`src/iopc_pkg.sv`:
```
package iopc_pkg;
   localparam int unsigned IOPC_AW = 8;
   localparam int unsigned IOPC_DW = 16;
   localparam logic [7:0] IOPC_ADDR_CFG = 8'h03;
   localparam logic [7:0] IOPC_ADDR_STAT = 8'h10;
   localparam logic [7:0] IOPC_ADDR_MASK = 8'h11;
   localparam logic [15:0] IOPC_CFG_RESET = 16'h0000;
   localparam logic [15:0] IOPC_CFG_WMASK = 16'h07ee;
   localparam int unsigned IOPC_B_SYNC_CLR = 10;
   localparam int unsigned IOPC_B_ROUTE_HI = 9;
   localparam int unsigned IOPC_B_ROUTE_LO = 8;
   localparam int unsigned IOPC_B_LVL0 = 5;
   localparam int unsigned IOPC_B_DIR0 = 1;
   localparam logic [1:0] IOPC_ROUTE_NONE = 2'h0;
   localparam logic [1:0] IOPC_ROUTE_CLK = 2'h1;
   localparam logic [1:0] IOPC_ROUTE_PIN0 = 2'h2;
   localparam logic [1:0] IOPC_ROUTE_RDY = 2'h3;
   localparam int unsigned IOPC_NEV = 2;
   localparam int unsigned IOPC_EV_INT = 0;
   localparam int unsigned IOPC_EV_CLR = 1;
   localparam logic [1:0] IOPC_EV_RESET = 2'h0;
endpackage

```
`src/iopc_top.sv`:
```
// Added by the designer: the plain strobed port and the address map.
`timescale 1ns/100ps
// What this block does
// - With clear-on-sync enabled, a sync pin pulse empties the FIFO; otherwise nothing.
// - Two-bit routing field picks the interrupt pin; code 00 routes nowhere.
// - FIFO disabled means data-ready is the interrupt event, else the FIFO interrupt.
// - Code 01 drives the interrupt on the clock pin, overriding clock-source output.
// - Code 10 drives the interrupt on pin zero, overriding its direction bit.
// - Code 11 puts only data-ready on the serial-out/ready pin.
// - Each output level bit drives its pin only while its direction selects output.
// - Pin two direction 0 keeps the input role, 1 makes it a driven output.
// - Standby indicator enable makes pin two the standby output, overriding its settings.
// - Pin one direction clear keeps the input role, set makes it an output.
// - Interrupt routed to pin zero takes highest priority over its own settings.
// - Config register sits at address 0x03 and resets to all zeros.
module iopc_top
   import iopc_pkg::*;
(
   input wire logic clk,
   input wire logic rst_b,
   input wire logic [IOPC_AW-1:0] addr,
   input wire logic [IOPC_DW-1:0] wdata,
   input wire logic wr_stb,
   input wire logic rd_stb,
   output logic [IOPC_DW-1:0] rdata,
   input wire logic sync_pin_b,
   input wire logic fifo_enable,
   input wire logic data_ready,
   input wire logic fifo_irq,
   input wire logic clk_src_level,
   input wire logic clk_src_oe,
   input wire logic standby_indicator_enable,
   input wire logic standby_level,
   output logic fifo_clear,
   output logic clk_pin_out,
   output logic clk_pin_oe,
   output logic rdy_pin_select,
   output logic rdy_pin_level,
   output logic [2:0] gp_pin_out,
   output logic [2:0] gp_pin_oe,
   output logic irq
);
   logic [1:0] rst_pipe_q;
   logic rst_n_q;
   logic [2:0] sync_pipe_q;
   logic sync_stable_q;
   logic [15:0] cfg_q;
   logic [IOPC_NEV-1:0] stat_q, stat_d, mask_q;
   logic int_event_q;
   logic fifo_clear_d;

   // Reset released through two flops; assertion stays asynchronous
   always_ff @(posedge clk or negedge rst_b) begin
      if (!rst_b) begin
         rst_pipe_q <= 2'h0;
      end else begin
         rst_pipe_q <= {rst_pipe_q[0], 1'b1};
      end
   end
   assign rst_n_q = rst_pipe_q[1];

   wire cfg_sel = (addr == IOPC_ADDR_CFG);
   wire stat_sel = (addr == IOPC_ADDR_STAT);
   wire mask_sel = (addr == IOPC_ADDR_MASK);
   wire fifo_clear_on_sync_enable = cfg_q[IOPC_B_SYNC_CLR];
   wire [1:0] irq_route = cfg_q[IOPC_B_ROUTE_HI:IOPC_B_ROUTE_LO];
   wire [2:0] out_level = cfg_q[IOPC_B_LVL0 +: 3];
   wire [2:0] direction = cfg_q[IOPC_B_DIR0 +: 3];
   wire int_event = fifo_enable ? fifo_irq : data_ready;
   // Stable level moves only when the second and third stages agree
   wire sync_next = (sync_pipe_q[1] == sync_pipe_q[2]) ? sync_pipe_q[2] : sync_stable_q;
   wire sync_fall = sync_stable_q & ~sync_next;
   wire [IOPC_NEV-1:0] events;
   assign events[IOPC_EV_INT] = int_event & ~int_event_q;
   assign events[IOPC_EV_CLR] = fifo_clear_d;
   assign fifo_clear_d = sync_fall & fifo_clear_on_sync_enable;
   // New events win over a same-cycle write-one clear
   wire [IOPC_NEV-1:0] w1c = (wr_stb && stat_sel) ? wdata[IOPC_NEV-1:0] : '0;
   assign stat_d = (stat_q & ~w1c) | events;
   wire [IOPC_DW-1:0] rd_mux = cfg_sel ? cfg_q :
                               stat_sel ? {{(IOPC_DW-IOPC_NEV){1'b0}}, stat_q} :
                               mask_sel ? {{(IOPC_DW-IOPC_NEV){1'b0}}, mask_q} : '0;

   // Pin selection, decided before the output flops
   wire clk_out_d = (irq_route == IOPC_ROUTE_CLK) ? int_event : clk_src_level;
   wire clk_oe_d = (irq_route == IOPC_ROUTE_CLK) ? 1'b1 : clk_src_oe;
   wire rdy_sel_d = (irq_route == IOPC_ROUTE_RDY);
   wire pin0_irq = (irq_route == IOPC_ROUTE_PIN0);
   wire [2:0] gp_out_d, gp_oe_d;
   genvar gi;
   generate
      for (gi = 0; gi < 3; gi++) begin : g_pin
         if (gi == 0) begin : g_p0
            assign gp_out_d[gi] = pin0_irq ? int_event : out_level[gi];
            assign gp_oe_d[gi] = pin0_irq | direction[gi];
         end else if (gi == 2) begin : g_p2
            assign gp_out_d[gi] = standby_indicator_enable ? standby_level : out_level[gi];
            assign gp_oe_d[gi] = standby_indicator_enable | direction[gi];
         end else begin : g_p1
            assign gp_out_d[gi] = out_level[gi];
            assign gp_oe_d[gi] = direction[gi];
         end
      end
   endgenerate

   always_ff @(posedge clk or negedge rst_n_q) begin
      if (!rst_n_q) begin
         sync_pipe_q <= 3'h7;
         sync_stable_q <= 1'b1;
      end else begin
         sync_pipe_q <= {sync_pipe_q[1:0], sync_pin_b};
         sync_stable_q <= sync_next;
      end
   end

   always_ff @(posedge clk or negedge rst_n_q) begin
      if (!rst_n_q) begin
         cfg_q <= IOPC_CFG_RESET;
      end else if (wr_stb && cfg_sel) begin
         // Reserved bits are never stored, so they cannot reach a pin
         cfg_q <= wdata & IOPC_CFG_WMASK;
      end
   end

   always_ff @(posedge clk or negedge rst_n_q) begin
      if (!rst_n_q) begin
         mask_q <= IOPC_EV_RESET;
      end else if (wr_stb && mask_sel) begin
         mask_q <= wdata[IOPC_NEV-1:0];
      end
   end

   always_ff @(posedge clk or negedge rst_n_q) begin
      if (!rst_n_q) begin
         stat_q <= IOPC_EV_RESET;
      end else begin
         stat_q <= stat_d;
      end
   end

   // An event level already high when reset ends is seen as one rise
   always_ff @(posedge clk or negedge rst_n_q) begin
      if (!rst_n_q) begin
         int_event_q <= 1'b0;
      end else begin
         int_event_q <= int_event;
      end
   end

   always_ff @(posedge clk or negedge rst_n_q) begin
      if (!rst_n_q) begin
         rdata <= '0;
      end else begin
         // Read data stand for one cycle only, zero between reads
         rdata <= rd_stb ? rd_mux : '0;
      end
   end

   always_ff @(posedge clk or negedge rst_n_q) begin
      if (!rst_n_q) begin
         fifo_clear <= 1'b0;
      end else begin
         fifo_clear <= fifo_clear_d;
      end
   end

   always_ff @(posedge clk or negedge rst_n_q) begin
      if (!rst_n_q) begin
         clk_pin_out <= 1'b0;
         clk_pin_oe <= 1'b0;
      end else begin
         clk_pin_out <= clk_out_d;
         clk_pin_oe <= clk_oe_d;
      end
   end

   always_ff @(posedge clk or negedge rst_n_q) begin
      if (!rst_n_q) begin
         rdy_pin_select <= 1'b0;
         rdy_pin_level <= 1'b0;
      end else begin
         rdy_pin_select <= rdy_sel_d;
         rdy_pin_level <= rdy_sel_d & data_ready;
      end
   end

   always_ff @(posedge clk or negedge rst_n_q) begin
      if (!rst_n_q) begin
         gp_pin_out <= 3'h0;
         gp_pin_oe <= 3'h0;
      end else begin
         gp_pin_out <= gp_out_d;
         gp_pin_oe <= gp_oe_d;
      end
   end

   // Next status is used so the interrupt rises with its status bit
   always_ff @(posedge clk or negedge rst_n_q) begin
      if (!rst_n_q) begin
         irq <= 1'b0;
      end else begin
         irq <= |(stat_d & mask_q);
      end
   end

   a_sync_clear_on: assert property (@(posedge clk) disable iff (!rst_n_q)
      (sync_fall && fifo_clear_on_sync_enable) |=> fifo_clear)
      else $error("sync pulse did not clear fifo");
   a_sync_clear_off: assert property (@(posedge clk) disable iff (!rst_n_q)
      fifo_clear |-> $past(fifo_clear_on_sync_enable))
      else $error("fifo cleared while disabled");
   a_route_none: assert property (@(posedge clk) disable iff (!rst_n_q)
      ($past(irq_route) == IOPC_ROUTE_NONE && !$past(standby_indicator_enable))
      |-> (gp_pin_oe == $past(direction) && !rdy_pin_select))
      else $error("route none still drives a pin");
   a_event_source: assert property (@(posedge clk) disable iff (!rst_n_q)
      (irq_route == IOPC_ROUTE_PIN0 && !fifo_enable) |=> gp_pin_out[0] == $past(data_ready))
      else $error("data ready not used as event");
   a_clk_route: assert property (@(posedge clk) disable iff (!rst_n_q)
      (irq_route == IOPC_ROUTE_CLK) |=> (clk_pin_oe && clk_pin_out == $past(int_event)))
      else $error("clock pin not carrying interrupt");
   a_pin0_route: assert property (@(posedge clk) disable iff (!rst_n_q)
      (irq_route == IOPC_ROUTE_PIN0 && !direction[0]) |=> gp_pin_oe[0])
      else $error("pin zero not driven for interrupt");
   a_rdy_only: assert property (@(posedge clk) disable iff (!rst_n_q)
      (irq_route == IOPC_ROUTE_RDY && fifo_enable && !data_ready) |=> !rdy_pin_level)
      else $error("fifo interrupt leaked onto ready pin");
   a_gp_level: assert property (@(posedge clk) disable iff (!rst_n_q)
      (direction[1] && wr_stb == 1'b0) |=> (gp_pin_oe[1] && gp_pin_out[1] == $past(out_level[1])))
      else $error("pin one level mismatch");
   a_pin2_dir: assert property (@(posedge clk) disable iff (!rst_n_q)
      (!standby_indicator_enable && !direction[2]) |=> !gp_pin_oe[2])
      else $error("pin two driven in input role");
   a_standby_ovr: assert property (@(posedge clk) disable iff (!rst_n_q)
      standby_indicator_enable |=> (gp_pin_oe[2] && gp_pin_out[2] == $past(standby_level)))
      else $error("standby override failed");
   a_pin1_dir: assert property (@(posedge clk) disable iff (!rst_n_q)
      !direction[1] |=> !gp_pin_oe[1])
      else $error("pin one driven in input role");
   a_reserved_zero: assert property (@(posedge clk) disable iff (!rst_n_q)
      (cfg_q & ~IOPC_CFG_WMASK) == 16'h0000)
      else $error("reserved bits not zero");
   a_cfg_readback: assert property (@(posedge clk) disable iff (!rst_n_q)
      (rd_stb && cfg_sel) |=> rdata == $past(cfg_q))
      else $error("config readback wrong");

   // Filter, pin and register bus checks
   a_sync_filter: assert property (@(posedge clk) disable iff (!rst_n_q)
      (sync_pipe_q[1] != sync_pipe_q[2]) |=> $stable(sync_stable_q))
      else $error("sync level moved before stages agreed");
   a_clear_single: assert property (@(posedge clk) disable iff (!rst_n_q)
      fifo_clear |=> !fifo_clear)
      else $error("fifo clear longer than one cycle");
   a_clear_disabled: assert property (@(posedge clk) disable iff (!rst_n_q)
      !fifo_clear_on_sync_enable |=> !fifo_clear)
      else $error("fifo cleared with clear on sync off");
   a_event_fifo: assert property (@(posedge clk) disable iff (!rst_n_q)
      (irq_route == IOPC_ROUTE_PIN0 && fifo_enable) |=> gp_pin_out[0] == $past(fifo_irq))
      else $error("fifo interrupt not used as event");
   a_clk_passthru: assert property (@(posedge clk) disable iff (!rst_n_q)
      (irq_route != IOPC_ROUTE_CLK)
      |=> (clk_pin_out == $past(clk_src_level) && clk_pin_oe == $past(clk_src_oe)))
      else $error("clock pin lost its clock source drive");
   a_rdy_level: assert property (@(posedge clk) disable iff (!rst_n_q)
      (irq_route == IOPC_ROUTE_RDY)
      |=> (rdy_pin_select && rdy_pin_level == $past(data_ready)))
      else $error("ready pin not carrying data ready");
   a_rdy_idle: assert property (@(posedge clk) disable iff (!rst_n_q)
      (irq_route != IOPC_ROUTE_RDY) |=> (!rdy_pin_select && !rdy_pin_level))
      else $error("ready pin selected without its route");
   a_pin0_irq: assert property (@(posedge clk) disable iff (!rst_n_q)
      (irq_route == IOPC_ROUTE_PIN0)
      |=> (gp_pin_oe[0] && gp_pin_out[0] == $past(int_event)))
      else $error("pin zero not carrying interrupt");
   a_pin0_level: assert property (@(posedge clk) disable iff (!rst_n_q)
      (irq_route != IOPC_ROUTE_PIN0)
      |=> (gp_pin_oe[0] == $past(direction[0]) && gp_pin_out[0] == $past(out_level[0])))
      else $error("pin zero level or direction wrong");
   a_pin2_level: assert property (@(posedge clk) disable iff (!rst_n_q)
      !standby_indicator_enable
      |=> (gp_pin_oe[2] == $past(direction[2]) && gp_pin_out[2] == $past(out_level[2])))
      else $error("pin two level or direction wrong");
   a_reserved_read: assert property (@(posedge clk) disable iff (!rst_n_q)
      (rd_stb && cfg_sel) |=> (rdata & ~IOPC_CFG_WMASK) == 16'h0000)
      else $error("reserved bits read nonzero");
   a_rdata_idle: assert property (@(posedge clk) disable iff (!rst_n_q)
      !rd_stb |=> rdata == '0)
      else $error("read data outside a read");
   a_set_wins: assert property (@(posedge clk) disable iff (!rst_n_q)
      fifo_clear_d |=> stat_q[IOPC_EV_CLR])
      else $error("clear event lost against write");
   a_w1c_clear: assert property (@(posedge clk) disable iff (!rst_n_q)
      (wr_stb && stat_sel && wdata[IOPC_EV_INT] && !events[IOPC_EV_INT])
      |=> !stat_q[IOPC_EV_INT])
      else $error("status bit not cleared by write");
   a_irq_level: assert property (@(posedge clk) disable iff (!rst_n_q)
      irq == |(stat_q & $past(mask_q)))
      else $error("interrupt level wrong");
   a_mask_gate: assert property (@(posedge clk) disable iff (!rst_n_q)
      (mask_q == IOPC_EV_RESET) |=> !irq)
      else $error("interrupt with all events masked");

   c_sync_clear: cover property (@(posedge clk) disable iff (!rst_n_q) fifo_clear);
   c_clk_route: cover property (@(posedge clk) disable iff (!rst_n_q)
      irq_route == IOPC_ROUTE_CLK && int_event);
   c_pin0_route: cover property (@(posedge clk) disable iff (!rst_n_q) pin0_irq && gp_pin_out[0]);
   c_irq_out: cover property (@(posedge clk) disable iff (!rst_n_q) irq);
   c_rdy_route: cover property (@(posedge clk) disable iff (!rst_n_q) rdy_pin_select && rdy_pin_level);
endmodule

```
`config.mk`:
```
export PLATFORM = sky130hd
export DESIGN_NAME = iopc_top
export DESIGN_NICKNAME = d
export VERILOG_FILES = /design/src/iopc_pkg.sv /design/src/iopc_top.sv
export SDC_FILE = /design/constraint.sdc
export NUM_CORES = 1
export LEC_CHECK = 0
export BUFFER_PORTS_ARGS = -buffer_cell sky130_fd_sc_hd__buf_2
export CAP_MARGIN = 0
export CORE_MARGIN = 2
export CORE_UTILIZATION = 38
export DETAILED_ROUTE_END_ITERATION = 8
export PLACE_DENSITY = 0.66
export SLEW_MARGIN = 40
export SYNTH_ARGS = -nofsm -noshare
export SYNTH_HDL_FRONTEND = slang
export SYNTH_SLANG_ARGS = --single-unit
```
`constraint.sdc`:
```
create_clock -name clk -period 3.47 [get_ports clk]
set_input_delay 0.5205 -clock clk [delete_from_list [all_inputs] [get_ports clk]]
set_output_delay 0.5205 -clock clk [all_outputs]
set_load 0.02 [all_outputs]
```
==> metrics.md <==
| Metric | Value |
|---|---|
| Drt initial violations | 40 |
| Run status | finished, final reports clean |
| Initial antenna violation count | 0 |
| Minimum clock period | 1880 ps |
| Synth unique cells | 27 |
| Core ar. | 0.00397 mm^2 |
| Post-synthesis instance total | 112 |
| Ys Warns | 0 |
| Final Hold Viols | 0 |
| First-pass GRT wire length | 4280 um |
| Syn_area_per_cell | 13.8 um^2 |
| Drt pass-1 iters | 4 |
| Final core occ | 49.1% |
| Die Wd | 67.8 um |
| Layout cell share with drive strength beyond 1 | 45.6% |
| GRT Util Overall | 13.4% |
| Power per cell area | 466 mW/mm^2 |
| Post-CTS setup buffers | 0 |
| Sequential fraction of the synthesis area | 68.2% |
| CTS root buf | clkbuf_8 |
| Clk Latency, worst-skew pair | 290 ps |
| Initial Utilization | 39.0% |
| Max Buffers Root-to-Sink | 2 |
| CTS sink cnt | 42 |
| Largest cells by area after synthesis | dfrtp_1 (61%), mux2_2 (8.7%), dfstp_2 (6.8%), and2_1 (3.6%), buf_4 (2.9%) |
| Final Power | 0.000908 W |
| Vias in the first global route | 959 |
| Final worst-path setup slack | 1590 ps |
| Tcrit/Tclk final | 54.2% |
| Maximum vdd drop | 256 uV |
| Cts hold-fix bufs | 1 |
| Row count | 23 |
| CTS Buf Count | 5 |
| CP Max Fanout | 3 |
| CTS tree | yes |
| Fin nets | 206 |
| Crit start category | input pin |
| Critical path class | input pin to flip-flop |
| CTS clk-pin slew, worst paths | 70 ps |
| DR DRC count | 0 |
| FMAX | 0.532 GHz |
| Fraction of registers with async set/reset | 100% |
| Fin. max-slew vios | 0 |
| Total gr overflow | 0 |
| Largest net degree at the start of global routing | 40 |
| Die ar. | 0.00460 mm^2 |
| IO Count | 64 |
| DRT antenna net count | 0 |
| Hold WC Path Type | flip-flop to asynchronous set/reset pin |
| Number of synthesized flops with an enable pin | 0 |
| Yosys reg bits | 42 |
| Clock Skew | 4.83 ps |
| Placement Setup Slack | 1280 ps |
| Post-CTS sizing | 0 |
| MaxCap Viol Count | 0 |
| Yosys top cell area share | 61.4% |
| PortBufs | 51 |
| Layout area overhead | 25.9% |
| Unrepaired setup endpoints after global routing | no |
| Synth area leader | dfrtp_1 |
| Final WL | 2850 um |
| Required @ worst endpoint | 3650 ps |
| Routed len/inst | 12.9 um |
| Htree depth | 2 |
| R2R cell count | 4 |
| Hpwl dp | 2190 um |
| Main flop type after synthesis | dfrtp_1 |
| Die height | 67.8 um |
| Critical Path AT | 2060 ps |
| Final setup TNS | 0 ps |
| Via Count | 1007 |
| Filler instances | 372 |
| Area of the mapped netlist | 0.00155 mm^2 |
| Vias per inst | 4.56 |
| Worst setup EP type | flip-flop |
| Diode count | 0 |
| Gpl congestion | 0.703 |
| Setup Viol. Count Final | 0 |
| Leak | 1.05 nW |
stage by stage:
step / hold WS [ps] / cells / area, um^2
6_report: 190 / 221 / 1950
5_1_grt: 214 / 221 / 1950
4_1_cts: 192 / 221 / 1940
3_5_place_dp: 186 / 212 / 1840
3_3_place_gp: 181 / 212 / 1840
2_1_floorplan: 225 / 117 / 1570
synth_stat cells (2+ instances only):
cell and n:
dfrtp_1 38, mux2_2 12, and2_1 9, buf_4 6
nand2b_1 6, nand2_1 5, nor2_1 5, dfstp_2 4
nor3_1 4, mux2i_1 3, conb_1 2, inv_1 2
o21ai_0 2
final timing paths:
| path | slack, ps | endpoint | startpoint |
|---|---|---|---|
| hold reg to reg | 190 | sync_pipe_q[0] | rst_pipe_q[1] |
| setup reg to reg | 2330 | irq | sync_stable_q |
| setup / recovery | 1590 | irq | addr[3] |
| min in group clk | 330 | sync_pipe_q[0] | sync_pin_b |
| max in group asynchronous | 2790 | sync_pipe_q[2] | rst_pipe_q[1] |
| hold / removal | 190 | sync_pipe_q[0] | rst_pipe_q[1] |
logic make-up (layout without fill, tap and decap cells):
logic type	count (synthesis)	after routing	synth area share [%]
flip-flops	42	42	68.2
other	2	7	0.485
AND/OR/NAND/NOR	36	36	13.5
adder cells (fa/ha/maj)	1	1	0.647
AO/OA/AOI/OAI	7	7	2.83
multiplexers	15	15	10.7
buffers and inverters	9	63	3.64
worst max-delay path: stages:
cell and delay (ps):
buf_2 110, or4b_4 550, or4_1 490, a21o_1 200, a22o_1 180
flip-flops by register name (all words and copies together) (netlist names):
register	flops
int_event_q	1
clk_pin_out	1
sync_stable_q	1
stat_q	2
fifo_clear	1
sync_pipe_q	3
rdy_pin_select	1
cfg_q	9
irq	1
rdy_pin_level	1
rdata	10
clk_pin_oe	1
gp_pin_oe	3
mask_q	2
gp_pin_out	3
rst_pipe_q	2
layout make-up:
type	count	area, um^2	share of cell area (%)
Sequential cell	42	1060	54.2
Multi-Input combinational cell	66	459	23.6
Timing Repair Buffer	53	273	14.0
Clock buffer	7	86.3	4.43
Tap cell	50	62.6	3.21
Inverter	2	7.51	0.385
Clock inverter	1	5.00	0.257
metal layers:
layer | up-vias | wire length [um] | GRT usage (%)
li1 | 478 | - | -
met1 | 479 | 1150 | 15.8
met2 | 47 | 1400 | 21.7
met3 | 3 | 269 | 4.11
met4 | 0 | 37 | 7.50
met5 | - | 0 | 0
cells in the final DEF (no fill, tap or decap), drive strengths merged:
cell type    netlist  layout
o21ai              3       3
and4               1       1
and2               9       9
maj3               1       1
dfrtp             38      38
nor2               5       5
clkbuf             1       7
o31ai              1       1
buf                6      52
dfstp              4       4
mux2i              3       3
and3               1       1
or2                1       1
or4                1       1
inv                2       2
a21o               1       1
a21oi              1       1
clkinv             0       1
nand2b             6       6
a22o               1       1
mux2              12      12
nor3               4       4
nand2              5       5
or4b               2       2
dlygate4sd3        0       1
conb               2       7
nand3              1       1
where the power goes:
group	internal, W	leakage, nW	switching [W]	total [W]
combinational	0.0000320	0.452	0.0000428	0.0000747
clock	0.000160	0.0482	0.000153	0.000313
sequential	0.000511	0.549	0.00000976	0.000521
Note: power is estimated with default switching activity, not from simulation.
